--- config.mk ---
export PLATFORM = sky130hd
export DESIGN_NAME = ttp_host_port
export DESIGN_NICKNAME = d
export VERILOG_FILES = /design/src/hdl/ttp_host_port.v /design/src/hdl/ttp_burst_timer.v
export VERILOG_INCLUDE_DIRS = /design/src /design/src/hdl
export SDC_FILE = /design/constraint.sdc
export NUM_CORES = 1
export LEC_CHECK = 0
export ABC_AREA = 1
export BUFFER_PORTS_ARGS = -buffer_cell sky130_fd_sc_hd__buf_2
export CAP_MARGIN = 20
export CORE_UTILIZATION = 35
export CTS_CLUSTER_DIAMETER = 60
export DETAILED_ROUTE_END_ITERATION = 16
export PLACE_DENSITY = 0.53
export SYNTH_ARGS = -nofsm -noshare
export SYNTH_HDL_FRONTEND = slang
export SYNTH_SLANG_ARGS = --single-unit
--- constraint.sdc ---
create_clock -name ref_clk_i -period 4.2 [get_ports ref_clk_i]
set_input_delay 0.21 -clock ref_clk_i [delete_from_list [all_inputs] [get_ports ref_clk_i]]
set_output_delay 0.21 -clock ref_clk_i [all_outputs]
set_load 0.1 [all_outputs]
--- src/hdl/ttp_defs.vh ---
// Constants of the tone transceiver host port
`ifndef TTP_DEFS_VH
`define TTP_DEFS_VH

// ----------------------------------------
// Register select decode
// ----------------------------------------
`define TTP_SEL_DATA        1'b0
`define TTP_SEL_CTRL        1'b1

// ----------------------------------------
// Primary control fields
// ----------------------------------------
`define TTP_PC_TONE_OUT     0
`define TTP_PC_PROGRESS     1
`define TTP_PC_IRQ_EN       2
`define TTP_PC_BANK_SEL     3

// ----------------------------------------
// Secondary control fields
// ----------------------------------------
`define TTP_SC_BURST_OFF    0
`define TTP_SC_TEST         1
`define TTP_SC_SINGLE       2
`define TTP_SC_COLUMN       3

// ----------------------------------------
// Status fields
// ----------------------------------------
`define TTP_ST_IRQ          0
`define TTP_ST_TX_EMPTY     1
`define TTP_ST_RX_FULL      2
`define TTP_ST_DLY_STEER    3

// ----------------------------------------
// Reset values
// ----------------------------------------
`define TTP_RST_PRIMARY     4'h0
`define TTP_RST_SECONDARY   4'h0
`define TTP_RST_CODE        4'h0

// ----------------------------------------
// Burst timing, 10 MHz clock
// ----------------------------------------
`define TTP_CLK_HZ          10000000
`define TTP_BURST_MS        51
// 51 ms at 10 MHz, sized to the 21-bit timer parameter
`define TTP_BURST_CYC       21'd510000
`define TTP_CNT_W           21

`endif

--- src/hdl/ttp_host_port.v ---
// Host register port of the tone transceiver
//
// Behaviour
// - Exactly five registers reachable through the host port.
// - Received code is read-only, holding the last validated digit.
// - Transmit code is write-only and selects the generated tone pair.
// - Both control registers share one address; sequencing picks the target.
// - Bank select high sends next control write to secondary, then back.
// - Status is read-only and reports current transceiver flags.
// - Select low with write strobe latches data into transmit code.
// - Select high with write strobe latches data into selected control.
// - Select low with read strobe drives received code onto the bus.
// - Select high with read strobe drives status onto the bus.
// - Host bus cycles complete without wait states if strobes stay low past the two-stage pin synchronisers.
// - Tone output enable on enables transmit tone; off silences all.
// - Progress mode on selects call progress; off selects DTMF.
// - Call progress with interrupt enable shows squared tone on pin.
// - Call-progress mode never latches incoming DTMF digits.
// - DTMF with interrupt enable and test bit clear pulls pin low on digit or empty.
// - Single-tone mode generates one low- or high-group tone.
// - Secondary bit 0 low enables burst; each transmit write while idle bursts, pauses, flags.
// - Status bit 0 set when bit 1 or 2 set; read clears.
// - Status bit 1 set after burst pause; cleared by read or non-burst.
// - Status bit 2 set on received code latch; read clears.
`include "ttp_defs.vh"

module ttp_host_port
#(
	parameter [20:0] BURST_CYC = `TTP_BURST_CYC
)
(
	// Clock and reset
	input  wire        ref_clk_i,
	input  wire        rst_n_i,
	// Host bus pins
	input  wire        reg_select_line_i,
	input  wire        write_strobe_n_i,
	input  wire        read_strobe_n_i,
	input  wire [3:0]  data_i,
	output wire [3:0]  data_o,
	output wire        data_oe_o,
	// Interrupt or call-progress pin, open drain
	output wire        irq_or_tone_pin_o,
	output wire        irq_or_tone_pin_oe_o,
	// Receiver side
	input  wire        rx_valid_i,
	input  wire [3:0]  rx_code_i,
	input  wire        rx_steer_i,
	input  wire        cp_tone_i,
	// Tone generator side
	output wire [3:0]  tx_code_o,
	output wire        tx_tone_on_o,
	output wire        tx_single_o,
	output wire        tx_column_o
);

	// ----------------------------------------
	// Reset release and pin synchronisers
	// ----------------------------------------
	reg  [1:0] rst_sync_ff;
	wire       rst_n;
	reg  [1:0] sel_sync_ff;
	reg  [1:0] wr_sync_ff;
	reg  [1:0] rd_sync_ff;
	reg  [1:0] rxv_sync_ff;
	reg  [1:0] stg_sync_ff;
	reg  [1:0] cpt_sync_ff;
	reg  [3:0] din_s1_ff;
	reg  [3:0] din_s2_ff;
	reg  [3:0] rxc_s1_ff;
	reg  [3:0] rxc_s2_ff;

	always @(posedge ref_clk_i or negedge rst_n_i)
	begin
		if (!rst_n_i)
		begin
			rst_sync_ff <= 2'h0;
		end
		else
		begin
			rst_sync_ff <= {rst_sync_ff[0], 1'b1};
		end
	end
	assign rst_n = rst_sync_ff[1];

	// Strobes idle high so synchronisers reset to the idle level
	always @(posedge ref_clk_i or negedge rst_n)
	begin
		if (!rst_n)
		begin
			sel_sync_ff <= 2'h0;
			wr_sync_ff  <= 2'h3;
			rd_sync_ff  <= 2'h3;
			rxv_sync_ff <= 2'h0;
			stg_sync_ff <= 2'h0;
			cpt_sync_ff <= 2'h0;
			din_s1_ff   <= 4'h0;
			din_s2_ff   <= 4'h0;
			rxc_s1_ff   <= 4'h0;
			rxc_s2_ff   <= 4'h0;
		end
		else
		begin
			sel_sync_ff <= {sel_sync_ff[0], reg_select_line_i};
			wr_sync_ff  <= {wr_sync_ff[0], write_strobe_n_i};
			rd_sync_ff  <= {rd_sync_ff[0], read_strobe_n_i};
			rxv_sync_ff <= {rxv_sync_ff[0], rx_valid_i};
			stg_sync_ff <= {stg_sync_ff[0], rx_steer_i};
			cpt_sync_ff <= {cpt_sync_ff[0], cp_tone_i};
			din_s1_ff   <= data_i;
			din_s2_ff   <= din_s1_ff;
			rxc_s1_ff   <= rx_code_i;
			rxc_s2_ff   <= rxc_s1_ff;
		end
	end

	// ----------------------------------------
	// Bus cycle decode
	// ----------------------------------------
	reg        wr_d_ff;
	reg        rd_d_ff;
	reg        rxv_d_ff;
	reg        rd_sel_ff;
	wire       wr_act;
	wire       rd_act;
	wire       wr_end;
	wire       rd_end;
	wire       rx_event;

	// Only one strobe low is a valid cycle
	assign wr_act   = !wr_sync_ff[1] && rd_sync_ff[1];
	assign rd_act   = !rd_sync_ff[1] && wr_sync_ff[1];
	// Data sampled at the rising write strobe, where setup is guaranteed
	assign wr_end   = wr_d_ff && !wr_act;
	assign rd_end   = rd_d_ff && !rd_act;
	assign rx_event = rxv_sync_ff[1] && !rxv_d_ff;

	always @(posedge ref_clk_i or negedge rst_n)
	begin
		if (!rst_n)
		begin
			wr_d_ff   <= 1'b0;
			rd_d_ff   <= 1'b0;
			rxv_d_ff  <= 1'b0;
			rd_sel_ff <= 1'b0;
		end
		else
		begin
			wr_d_ff  <= wr_act;
			rd_d_ff  <= rd_act;
			rxv_d_ff <= rxv_sync_ff[1];
			if (rd_act)
			begin
				rd_sel_ff <= sel_sync_ff[1];
			end
		end
	end

	// ----------------------------------------
	// Write side registers
	// ----------------------------------------
	reg  [3:0] tx_code_ff;
	reg  [3:0] primary_ff;
	reg  [3:0] secondary_ff;
	reg        bank_ff;
	reg        wr_sel_ff;
	reg  [3:0] wr_data_ff;
	wire       burst_on;
	wire       tx_start;

	always @(posedge ref_clk_i or negedge rst_n)
	begin
		if (!rst_n)
		begin
			wr_sel_ff  <= 1'b0;
			wr_data_ff <= 4'h0;
		end
		else if (wr_act)
		begin
			wr_sel_ff  <= sel_sync_ff[1];
			wr_data_ff <= din_s2_ff;
		end
	end

	assign tx_start = wr_end && (wr_sel_ff == `TTP_SEL_DATA);

	always @(posedge ref_clk_i or negedge rst_n)
	begin
		if (!rst_n)
		begin
			tx_code_ff   <= `TTP_RST_CODE;
			primary_ff   <= `TTP_RST_PRIMARY;
			secondary_ff <= `TTP_RST_SECONDARY;
			bank_ff      <= 1'b0;
		end
		else if (wr_end)
		begin
			if (wr_sel_ff == `TTP_SEL_DATA)
			begin
				tx_code_ff <= wr_data_ff;
			end
			else if (bank_ff)
			begin
				secondary_ff <= wr_data_ff;
				bank_ff      <= 1'b0;
			end
			else
			begin
				primary_ff <= wr_data_ff;
				bank_ff    <= wr_data_ff[`TTP_PC_BANK_SEL];
			end
		end
	end

	// ----------------------------------------
	// Burst sequencing
	// ----------------------------------------
	wire       burst_tone;
	wire       burst_done;
	wire       progress;

	assign progress = primary_ff[`TTP_PC_PROGRESS];
	assign burst_on = !secondary_ff[`TTP_SC_BURST_OFF];

	ttp_burst_timer #(
		.BURST_CYC (BURST_CYC)
	) u_burst (
		.clk_i     (ref_clk_i),
		.rst_n_i   (rst_n),
		.start_i   (tx_start),
		.enable_i  (burst_on),
		.double_i  (progress),
		.tone_on_o (burst_tone),
		.done_o    (burst_done)
	);

	// ----------------------------------------
	// Receive code and status flags
	// ----------------------------------------
	reg  [3:0] rx_code_ff;
	reg        tx_empty_ff;
	reg        rx_full_ff;
	reg  [3:0] dout_ff;
	wire       st_clr;
	wire [3:0] status;

	// Clear at the end of the read so the returned value is pre-clear
	assign st_clr = rd_end && rd_sel_ff;

	always @(posedge ref_clk_i or negedge rst_n)
	begin
		if (!rst_n)
		begin
			rx_code_ff  <= `TTP_RST_CODE;
			tx_empty_ff <= 1'b0;
			rx_full_ff  <= 1'b0;
		end
		else
		begin
			if (rx_event && !progress)
			begin
				rx_code_ff <= rxc_s2_ff;
			end
			// Set wins over a clear in the same cycle
			if (rx_event && !progress)
			begin
				rx_full_ff <= 1'b1;
			end
			else if (st_clr)
			begin
				rx_full_ff <= 1'b0;
			end
			if (!burst_on)
			begin
				tx_empty_ff <= 1'b0;
			end
			else if (burst_done)
			begin
				tx_empty_ff <= 1'b1;
			end
			else if (st_clr)
			begin
				tx_empty_ff <= 1'b0;
			end
		end
	end

	assign status = {stg_sync_ff[1], rx_full_ff, tx_empty_ff,
		tx_empty_ff | rx_full_ff};

	// Read data captured while the strobe is low; no wait states needed
	always @(posedge ref_clk_i or negedge rst_n)
	begin
		if (!rst_n)
		begin
			dout_ff <= 4'h0;
		end
		else if (rd_act)
		begin
			dout_ff <= sel_sync_ff[1] ? status : rx_code_ff;
		end
	end

	assign data_o    = dout_ff;
	assign data_oe_o = rd_act;

	// ----------------------------------------
	// Tone control and shared pin
	// ----------------------------------------
	wire       tone_en;
	wire       irq_en;
	wire       test_en;
	wire       pin_low;

	assign tone_en      = primary_ff[`TTP_PC_TONE_OUT];
	assign irq_en       = primary_ff[`TTP_PC_IRQ_EN];
	assign test_en      = secondary_ff[`TTP_SC_TEST];
	assign tx_code_o    = tx_code_ff;
	assign tx_tone_on_o = tone_en && (!burst_on || burst_tone);
	assign tx_single_o  = secondary_ff[`TTP_SC_SINGLE];
	assign tx_column_o  = secondary_ff[`TTP_SC_COLUMN];

	// Open drain: pin low when driven, high through the pull-up
	assign pin_low = !irq_en ? 1'b0 :
		progress ? !cpt_sync_ff[1] :
		test_en ? !stg_sync_ff[1] :
		(rx_full_ff || tx_empty_ff);

	assign irq_or_tone_pin_o    = 1'b0;
	assign irq_or_tone_pin_oe_o = pin_low;

endmodule

--- src/hdl/ttp_burst_timer.v ---
// Burst and pause sequencer for the transmit tone
`include "ttp_defs.vh"

module ttp_burst_timer
#(
	parameter [20:0] BURST_CYC = `TTP_BURST_CYC
)
(
	// Clock and reset
	input  wire        clk_i,
	input  wire        rst_n_i,
	// Control
	input  wire        start_i,
	input  wire        enable_i,
	input  wire        double_i,
	// Status
	output wire        tone_on_o,
	output wire        done_o
);

	localparam [1:0] ST_IDLE  = 2'd0;
	localparam [1:0] ST_BURST = 2'd1;
	localparam [1:0] ST_PAUSE = 2'd2;

	reg  [1:0]                state_ff;
	reg  [1:0]                nxt_state;
	reg  [`TTP_CNT_W:0]       cnt_ff;
	reg  [`TTP_CNT_W:0]       nxt_cnt;
	reg                       done_ff;
	reg                       nxt_done;
	wire [`TTP_CNT_W:0]       limit;

	// Call-progress mode doubles both burst and pause
	assign limit = double_i ? {BURST_CYC, 1'b0} : {1'b0, BURST_CYC};

	always @*
	begin
		nxt_state = state_ff;
		nxt_cnt   = cnt_ff;
		nxt_done  = 1'b0;
		if (!enable_i)
		begin
			nxt_state = ST_IDLE;
			nxt_cnt   = {(`TTP_CNT_W+1){1'b0}};
		end
		else
		begin
			case (state_ff)
			ST_IDLE:
			begin
				if (start_i)
				begin
					nxt_state = ST_BURST;
					nxt_cnt   = {(`TTP_CNT_W+1){1'b0}};
				end
			end
			ST_BURST, ST_PAUSE:
			begin
				if (cnt_ff >= limit - 1'b1)
				begin
					nxt_cnt = {(`TTP_CNT_W+1){1'b0}};
					if (state_ff == ST_BURST)
					begin
						nxt_state = ST_PAUSE;
					end
					else
					begin
						nxt_state = ST_IDLE;
						nxt_done  = 1'b1;
					end
				end
				else
				begin
					nxt_cnt = cnt_ff + 1'b1;
				end
			end
			default:
			begin
				nxt_state = ST_IDLE;
			end
			endcase
		end
	end

	always @(posedge clk_i or negedge rst_n_i)
	begin
		if (!rst_n_i)
		begin
			state_ff <= ST_IDLE;
			cnt_ff   <= {(`TTP_CNT_W+1){1'b0}};
			done_ff  <= 1'b0;
		end
		else
		begin
			state_ff <= nxt_state;
			cnt_ff   <= nxt_cnt;
			done_ff  <= nxt_done;
		end
	end

	assign tone_on_o = (state_ff == ST_BURST);
	assign done_o    = done_ff;

endmodule

# [Word level (Yosys, flattened, before mapping)]
# Cells that the tools add are included.
[totals] register_bits=86 latch_bits=0 ramBits=0 rom_bits=0 inputBits=16 output_inout_bits=14 elab_cells=91 memories=0
[op_classes] n_addsub=2 n_mul=0 div_mod_pow=0 order_cmp=1 n_eq_ne=4 shifts=0 muxes=23 bitwise_logic=3 n_reduce_logical=30
[ops] operator="$mux W22" count=3
[ops] operator="$pmux W22 S2" count=1
[ops] operator="$add A22 B1 Y22 const B" count=1
[ops] operator="$ge A22 B22 Y1" count=1
[ops] operator="$sub A22 B1 Y22 const B" count=1
[ops] operator="$mux W20" count=1
[ops] operator="$mux W1" count=12
[ops] operator="$logic_and A1 B1 Y1" count=9
[ops] operator="$logic_not A1 Y1" count=8
[ops] operator="$mux W2" count=4
[ops] operator="$reduce_and A2 Y1" count=4
[ops] operator="$reduce_and A3 Y1" count=2
[ops] operator="$reduce_bool A3 Y1" count=2
[ops] operator="$mux W4" count=1
[ops] operator="$pmux W2 S2" count=1
[ops] operator="$ne A3 B2 Y1 const B" count=1
[ops] operator="$ne A3 B3 Y1 const B" count=1
[ops] operator="$eq A2 B1 Y1 const B" count=1
[ops] operator="$eq A2 B2 Y1 const B" count=1
[ops] operator="$logic_not A2 Y1" count=1
[ops] operator="$logic_or A1 B1 Y1" count=2
[ops] operator="$not A1 Y1" count=2
[ops] operator="$reduce_bool A2 Y1" count=1
[ops] operator="$reduce_or A2 Y1" count=1
[ops] operator="$or A1 B1 Y1" count=1

# [Logic depth before layout (Yosys ltp)]
# Gate-level depths: netlist (run 1).
[logic_depth] depth_word=8 depth_mapped=13 mapped_depth_nobuf=12

# [Hierarchy]
# Synthesis (run 1) repeated with hierarchy kept, for this count alone.
[unflattened] hier_cells=404 hier_area_um2=3868.7
[modules_own_cells] mod="ttp_host_port" instances=1 cells_per_inst=177 area_each_um2=2079.5 seq_area_each_um2=1531.5
[modules_own_cells] mod="ttp_burst_timer" instances=1 cells_per_inst=227 area_each_um2=1789.2 seq_area_each_um2=625.6

# [Worst setup path after synthesis (run 1)]
# Ideal clock, no wire load.
[synth_path] path_kind="reg2reg" startpoint="register wr_sync_ff[1]" endpoint="register tx_empty_ff" setup_time_ns=0.071 arrival_time_ns=2.600 t_required_ns=4.129 path_slack_ns=1.529 path_stages_with_launch=7 path_buffers=0 synth_period_minus_slack_ns=2.671 path_cell_list="dfstp_2 -> inv_1 -> nor2_1 -> inv_1 -> nand3_1 -> a21oi_1 -> nor2_1"
[synth_via] elab_chain_cells=5
[synth_rtl] element="start: declaration" line_no="ttp_host_port.v:63" text="reg [1:0] wr_sync_ff;"
[synth_rtl] element="start signal: assignment" line_no="ttp_host_port.v:105" text="wr_sync_ff <= {wr_sync_ff[0], write_strobe_n_i};"
[synth_rtl] element="$logic_and A1 B1 Y1" line_no="ttp_host_port.v:132" text="assign rd_act = !rd_sync_ff[1] && wr_sync_ff[1];"
[synth_rtl] element="net data_oe_o" line_no="ttp_host_port.v:41" text="output wire data_oe_o,"
[synth_rtl] element="$logic_not A1 Y1" line_no="ttp_host_port.v:135" text="assign rd_end = rd_d_ff && !rd_act;"
[synth_rtl] element="$logic_and A1 B1 Y1" line_no="ttp_host_port.v:135"
[synth_rtl] element="$logic_and A1 B1 Y1" line_no="ttp_host_port.v:248" text="assign st_clr = rd_end && rd_sel_ff;"
[synth_rtl] element="$reduce_bool A3 Y1 (no line)"
[synth_rtl] element="end signal: assignment" line_no="ttp_host_port.v:255" text="tx_empty_ff <= 1'b0;"
[synth_rtl] element="end signal: assignment" line_no="ttp_host_port.v:275" text="tx_empty_ff <= 1'b0;"
[synth_rtl] element="end signal: assignment" line_no="ttp_host_port.v:279" text="tx_empty_ff <= 1'b1;"
[synth_rtl] element="end: declaration" line_no="ttp_host_port.v:241" text="reg tx_empty_ff;"
# The timed path passes the listed nets, and every way through them passes these cells.
# A chain may end at the register's enable or synchronous reset.

# [Final worst setup path (run 1)]
[layout_path] startpoint="register primary_ff[1]" endpoint="register u_burst.cnt_ff[15]"
[layout_via] elab_chain_cells=6
[layout_rtl] element="start: declaration" line_no="ttp_host_port.v:163" text="reg [3:0] primary_ff;"
[layout_rtl] element="start signal: assignment" line_no="ttp_host_port.v:192" text="primary_ff <= `TTP_RST_PRIMARY;"
[layout_rtl] element="start signal: assignment" line_no="ttp_host_port.v:209" text="primary_ff <= wr_data_ff;"
[layout_rtl] element="$mux W20" line_no="ttp_burst_timer.v:34" text="assign limit = double_i ? {BURST_CYC, 1'b0} : {1'b0, BURST_CYC};"
[layout_rtl] element="$sub A22 B1 Y22" line_no="ttp_burst_timer.v:59" text="if (cnt_ff >= limit - 1'b1)"
[layout_rtl] element="$ge A22 B22 Y1" line_no="ttp_burst_timer.v:59"
[layout_rtl] element="$mux W22" line_no="ttp_burst_timer.v:59"
[layout_rtl] element="$pmux W22 S2" line_no="ttp_burst_timer.v:48" text="case (state_ff)"
[layout_rtl] element="$mux W22" line_no="ttp_burst_timer.v:41" text="if (!enable_i)"
[layout_rtl] element="end signal: assignment" line_no="ttp_burst_timer.v:90" text="cnt_ff <= {(`TTP_CNT_W+1){1'b0}};"
[layout_rtl] element="end signal: assignment" line_no="ttp_burst_timer.v:96" text="cnt_ff <= nxt_cnt;"
[layout_rtl] element="end: declaration" line_no="ttp_burst_timer.v:27" text="reg [`TTP_CNT_W:0] cnt_ff;"
# Every way passes these cells.

==> impl_metrics.toml, run 1 <==
[status]
status = "finished clean"

[setup_path]
r2r_end = "u_burst.cnt_ff[15]$_DFFE_PN0P_"
worstPathArrival_ps = 2330
worstSetupPathType = "flip-flop to flip-flop"
r2r_start = "primary_ff[1]$_DFFE_PN0P_"
worst_setup_path_end_kind = "flip-flop"
worstPathRequired_ps = 4440
r2r_slack_ps = 2110
reg2reg_depth = 11
cp_max_fo = 17
cp-start-kind = "flip-flop"

[global_route]
grt_pass1_vias = 2546
track_usage = 0.1349
grt-ovfl-total = 0
antenna_found_initial = 0
grt_max_degree = 85
grt_pass1_wl_mm = 11.67

[synthesis]
synth-seq-cells = 86
syn_nets = 414
synth_area_um2 = 3735
syn-instance-count = 386
synth_seq_area_share = 0.5776
ys_types = 33
avgSynthCellArea_um2 = 9.676
yosys_warnings = 0

[power]
p_per_area_nw_per_um2 = 533.4
pwr-share-clk = 0.248
ir_worst_vdd_uv = 288.0
combPwrFrac = 0.323
power_frac_seq = 0.429
internal_power_uw = 1349
p_leak_uw = 0.002112
switching_power_uw = 984.2
netSwitchingFraction = 0.4217

[timing]
fin_tns_setup_ps = 0
hold_viol_final = 0
slew_violations = 0
finalCriticalPeriod_ps = 2091
rsz0062_at_grt = "no"
timing.final.crit_share = 0.4979
finalClockSkew_ps = 7.129
max_freq_mhz = 478.2
setup_viol = 0

[floorplanning]
dieHeight_um = 105.3
initial_core_util = 0.3618
io_pins = 30
core_um2 = 10320
row_count = 37
die_area_um2 = 11090
die_w_um = 105.3

[final_layout]
regArea_um2 = 2161
multi_input_area_um2 = 1348
final_util = 0.4238
num_antenna_cells = 0
drive_gt1_frac = 0.1859
area_delta_synth_final_pct = 17.15
fill_cells = 1032
layout.nets = 464

[drt]
avgViaCountPerCell = 4.466
drc = 0
drtIter0Drc = 114
drtAntennaViolNets = 0
drt_first_pass_iters = 4
drt-wirelength-per-cell_um = 11.44
num_vias = 2577
postRouteWirelength_mm = 6.599

[clocking]
numCtsBuffers = 9
cts.sink_count = 86
cts.clk_slew.worst_paths_ps = 100
cts_buffer_depth = 2
cts_tree = "yes"
insertion_delay_ps = 360
root_buffer = "clkbuf_8"
htree_levels = 3

[placement]
dp_hpwl_mm = 4.514
port_buffers = 28
gp_congestion = 0.7877

[flow_run]
cap_viol_max_count = 0

[min_path]
holdCritPathClass = "input port to asynchronous set/reset pin"
critical path, stage by stage, from the launching register on:
cell     delay, ps
dfrtp_1        490
inv_1          170
ha_1           310
nand2_1         50
inv_1           50
nand2_1         60
nor2_2         120
nand3_1        150
nand4_4        160
nand2_4         80
inv_4          230
nor2_1          80
synthesized netlist by cell type, drive strengths merged:
master,number,share of area
a21oi,5,0.0077
buf,5,0.014
clkinv,1,0.0010
conb,2,0.0020
dfrtp,82,0.55
dfstp,4,0.028
ha,12,0.040
inv,46,0.047
mux2,4,0.012
nand2,95,0.11
nand3,19,0.025
nand3b,2,0.0040
nand4,4,0.011
nor2,54,0.072
nor3,5,0.0067
o21a,1,0.0020
o21ai,32,0.043
or2,2,0.0034
xnor2,4,0.0094
xor2,7,0.016
sequential cells by signal, indices dropped and copies added, names as in the netlist, 2 cells and up:
register / cells
din_s2_ff: 4
rxc_s1_ff: 4
rx_code_ff: 4
rxv_sync_ff: 2
data_o: 4
primary_ff: 3
rxc_s2_ff: 4
wr_sync_ff: 2
sel_sync_ff: 2
wr_data_ff: 4
secondary_ff: 4
u_burst.state_ff: 2
stg_sync_ff: 2
cpt_sync_ff: 2
tx_code_o: 4
din_s1_ff: 4
rd_sync_ff: 2
u_burst.cnt_ff: 22
rst_sync_ff: 2
logic make-up (layout without fill, tap and decap cells):
logic type / Yosys count / after routing / synth area share
AO/OA/AOI/OAI: 38 / 38 / 0.05260
XOR/XNOR: 11 / 11 / 0.02580
adder cells (fa/ha/maj): 12 / 12 / 0.04020
buffers and inverters: 52 / 107 / 0.06164
flip-flops: 86 / 86 / 0.5776
multiplexers: 4 / 4 / 0.01206
other: 2 / 2 / 0.002011
AND/OR/NAND/NOR: 181 / 181 / 0.2281
cells in the final DEF, fill, tap and decap left out, types with 4 or more instances in the layout:
master,n
dfstp_2,4
a21oi_1,4
nand2_4,4
nand3_1,19
ha_1,12
mux2_2,4
nor2_2,9
clkbuf_8,9
o21ai_0,31
buf_2,28
nor3_1,5
dfrtp_1,81
xor2_1,7
nor2_1,39
nand2_1,88
inv_1,43
nor2_4,6
xnor2_1,4
dlygate4sd3_1,15
worst max-delay path by stage:
stage / end / cells after the start / slack, ps / from
after floorplan: tx_empty_ff$_DFFE_PN0P_ / 6 / 1530 / wr_sync_ff[1]$_DFF_PN1_
after global placement: u_burst.cnt_ff[9]$_DFFE_PN0P_ / 11 / 2230 / primary_ff[1]$_DFFE_PN0P_
after detailed placement: u_burst.cnt_ff[12]$_DFFE_PN0P_ / 11 / 2110 / primary_ff[1]$_DFFE_PN0P_
after CTS: u_burst.cnt_ff[15]$_DFFE_PN0P_ / 11 / 2060 / primary_ff[1]$_DFFE_PN0P_
after global routing: u_burst.cnt_ff[13]$_DFFE_PN0P_ / 11 / 1910 / primary_ff[1]$_DFFE_PN0P_
final: u_burst.cnt_ff[15]$_DFFE_PN0P_ / 11 / 2110 / primary_ff[1]$_DFFE_PN0P_
routing by layer:
metal | wire (um) | GRT usage | up-vias
li1 | - | - | 1311
met1 | 3022 | 0.1662 | 1217
met2 | 3246 | 0.2223 | 38
met3 | 192 | 0.04267 | 11
met4 | 138 | 0.04829 | 0
met5 | 0 | 0 | -
what timing repair did:
action,in CTS,in global routing
resized for setup,0,0
setup buffers,0,0
hold endpoints to repair,16,0
hold buffers,15,0
endpoints found under the setup margin,0,0
through the flow:
step,total power [uW],instances,hold WS [ps],setup slack (ps),cell area [um2]
floorplan,1674,386,-85.59,1529,3735
global placement,1758,545,-5.137,2226,3998
detailed placement,1771,545,-4.441,2105,3998
global route,2494,577,148.4,1908,4375
CTS,2372,576,121.1,2065,4348
finish,2334,577,149.8,2109,4375
final cells by class:
| type | instances | share of cell area |
|---|---|---|
| sequential | 86 | 0.4939 |
| multi-input combinational | 248 | 0.3080 |
| timing repair buffer | 44 | 0.07263 |
| inverter | 47 | 0.04089 |
| tap | 136 | 0.03889 |
| clock buffer | 9 | 0.02831 |
| clock inverter | 7 | 0.01744 |
power groups by stage:
stage	clock [uW]	combinational, uW	sequential (uW)
after floorplan	0	503	1170
after global placement	0	730	1030
after detailed placement	0	740	1030
after CTS	605	751	1020
after global routing	639	837	1020
final	579	754	1000
Power figures use the tool's default switching activity.
==> inputs of run 2 (changes only) <==
--- a/config.mk
+++ b/config.mk
@@ -6,7 +6,7 @@
 export SDC_FILE = /design/constraint.sdc
 export NUM_CORES = 1
 export LEC_CHECK = 0
-export ABC_AREA = 1
+export ABC_AREA = 0
 export BUFFER_PORTS_ARGS = -buffer_cell sky130_fd_sc_hd__buf_2
 export CAP_MARGIN = 20
 export CORE_UTILIZATION = 35
==> constraint.sdc (replaced) <==
create_clock -name ref_clk_i -period 2.1 [get_ports ref_clk_i]
set_input_delay 0.105 -clock ref_clk_i [delete_from_list [all_inputs] [get_ports ref_clk_i]]
set_output_delay 0.105 -clock ref_clk_i [all_outputs]
set_load 0.1 [all_outputs]
==> impl_metrics.toml, run 2 <==
[timing]
setup_viol = 22
max_freq_mhz = 451.7
fin_tns_setup_ps = -852.5
hold_viol_final = 0
timing.final.crit_share = 1.054
fin_ws_ps = -113.7
rsz0062_at_grt = "yes"
slew_violations = 0
finalCriticalPeriod_ps = 2214
finalClockSkew_ps = 16.89

[global_route]
grt_max_degree = 85
grt_pass1_vias = 2557
grt-ovfl-total = 0
track_usage = 0.1466
grt_pass1_wl_mm = 11.81
antenna_found_initial = 0

[setup_path]
worstSetupPathType = "flip-flop to flip-flop"
worstPathRequired_ps = 2340
cp_max_fo = 4
worstPathArrival_ps = 2450
worst_setup_path_end_kind = "flip-flop"
cp-start-kind = "flip-flop"

[synthesis]
yosys-top-cells-area = "dfrtp_1, mux2_2, ha_1"
yosys.cell_count.top_type = "dfrtp_1"
yosys_warnings = 0
synthAdderAreaFrac = 0.04194
post_synth_most_frequent_cells = "dfrtp_1, nand2_1, nor2_1, mux2_2, ha_1"
synth_seq_area_share = 0.6026
yosys.area.top_type = "dfrtp_1"
synth_ff_type = "dfrtp_1"
synthXorXnorAreaFrac = 0.04404
synth_top_family_by_area = "simple AND/OR/NAND/NOR gates"
syn_nets = 330
async_flop_share = 1.000
synth.area.mux_share = 0.05557
synth_top_area_frac = 0.5732
avgSynthCellArea_um2 = 11.85
synth_compound_area_frac = 0.05592
synth_edf_count = 0
synth_area_um2 = 3580
ys_types = 48
syn-instance-count = 302
synth-seq-cells = 86
synthSimpleGateAreaFrac = 0.1713

[floorplanning]
core_um2 = 9864
dieHeight_um = 103.1
initial_core_util = 0.3629
io_pins = 30
row_count = 36
die_w_um = 103.1
die_area_um2 = 10640

[power]
total_power_uw = 5361
ir_worst_vdd_uv = 651.1
p_per_area_nw_per_um2 = 1143
p_leak_uw = 0.002145

[placement]
gp_congestion = 0.7889
dp_hpwl_mm = 4.396
pre_cts_ws_ps = -237.1
port_buffers = 28

[clocking]
cts.sink_count = 86
numCtsBuffers = 9
htree_levels = 3
cts.clk_slew.worst_paths_ps = 90
root_buffer = "clkbuf_8"
cts_buffer_depth = 2
insertion_delay_ps = 350
cts_tree = "yes"

[min_path]
holdCritPathClass = "input port to asynchronous set/reset pin"

[status]
status = "finished with violations"
violations = "negative setup slack"

[drt]
wl_met2_mm = 3.503
met1_length_mm = 3.080
drt_first_pass_iters = 4
postRouteWirelength_mm = 6.935
avgViaCountPerCell = 4.724
dr_wl_met3_um = 246
drtAntennaViolNets = 0
num_vias = 2485
drtIter0Drc = 70
top_layer = "met4"
drc = 0
drt-wirelength-per-cell_um = 13.18

[final_layout]
top_register = "u_burst.cnt_ff"
drive_gt1_frac = 0.3588
largest_register_ff_count = 22
layout_commonest_cell = "dfrtp_1"
layout.nets = 416
area_delta_synth_final_pct = 31.00
final_cell_mix = "dfrtp_1, nand2_1, buf_4"
fill_cells = 896
num_antenna_cells = 0
final_util = 0.4754

[flow_run]
cap_viol_max_count = 0
-- run 2: cell types whose count changed in the layout (fill, tap and decap cells not counted), sizes merged, moves of 11 or more --
cell,previous run,this run
o21ai,32,11
inv,50,10
mux2,4,15
nand3,19,7
nand2,95,39
buf,29,66
nor2,54,35
-- run 2: cell type report --
| class | instances | area [um2] | share of cell area |
|---|---|---|---|
| clock buffer | 10 | 137.6 | 0.02935 |
| clock inverter | 6 | 75.07 | 0.01601 |
| inverter | 7 | 26.28 | 0.005603 |
| multi-input combinational | 203 | 1519 | 0.3239 |
| sequential | 86 | 2161 | 0.4608 |
| tap | 133 | 166.4 | 0.03549 |
| timing repair buffer | 81 | 604.3 | 0.1289 |
-- run 2: path summary, 6_finish.rpt --
kind                                              endpoint  cells after the start                 startpoint  slack (ps)
setup / recovery           u_burst.state_ff[0]$_DFFE_PN0P_                      9  primary_ff[1]$_DFFE_PN0P_        -110
hold / removal                    rst_sync_ff[1]$_DFF_PN0_                      2                    rst_n_i          50
setup reg to reg           u_burst.state_ff[0]$_DFFE_PN0P_                      9  primary_ff[1]$_DFFE_PN0P_        -110
hold reg to reg             u_burst.cnt_ff[18]$_DFFE_PN0P_                      1   rst_sync_ff[1]$_DFF_PN0_         350
max in group asynchronous          wr_sync_ff[1]$_DFF_PN1_                      1   rst_sync_ff[1]$_DFF_PN0_        1390
min in group ref_clk_i              din_s2_ff[3]$_DFF_PN0_                      0     din_s1_ff[3]$_DFF_PN0_         350
-- run 2: power by group --
part / internal [uW] / switching, uW / total (uW)
Sequential: 1870 / 139 / 2010
Combinational: 795 / 1320 / 2110
Clock: 602 / 631 / 1230
-- run 2: cell families after synthesis --
family          after synthesis
buf+inv                      16
flops                        86
mux                          18
fa+ha+maj                    12
xor+xnor                     18
simple gates                121
other cells                   2
compound gates               29
-- run 2: repair_timing --
| item | in CTS | in global routing |
|---|---|---|
| buffers inserted | 6 | 2 |
| hold buffers | 15 | 0 |
| endpoints found under the setup margin | 24 | 25 |
| gates resized for setup | 14 | 25 |
| endpoints found under the hold margin | 16 | 0 |
| pin swaps | 17 | 11 |
| gates cloned | 3 | 0 |
-- run 2: routing by layer --
metal / track usage / vias up
met5: 0 / -
met1: 0.1873 / 1229
li1: - / 1197
met2: 0.2426 / 48
met3: 0.03593 / 11
met4: 0.05309 / 0
-- run 2: through the flow --
step / hold WS [ps] / cell area (um2) / instances
3_5_place_dp: -107.6 / 4071 / 484
5_1_grt: 58.75 / 4690 / 526
2_1_floorplan: -190.6 / 3593 / 302
6_report: 50.20 / 4690 / 526
4_1_cts: 34.90 / 4578 / 524
3_3_place_gp: -110.0 / 4071 / 484
-- run 2: critical path, cell delays in order, from the launching register on --
cell and delay, ps:
dfrtp_1 410, inv_2 90, ha_4 280, and3b_2 200, o21ai_2 80, a2111oi_4 290, and4b_2 300, buf_6 130
o21bai_4 160, a22o_1 170
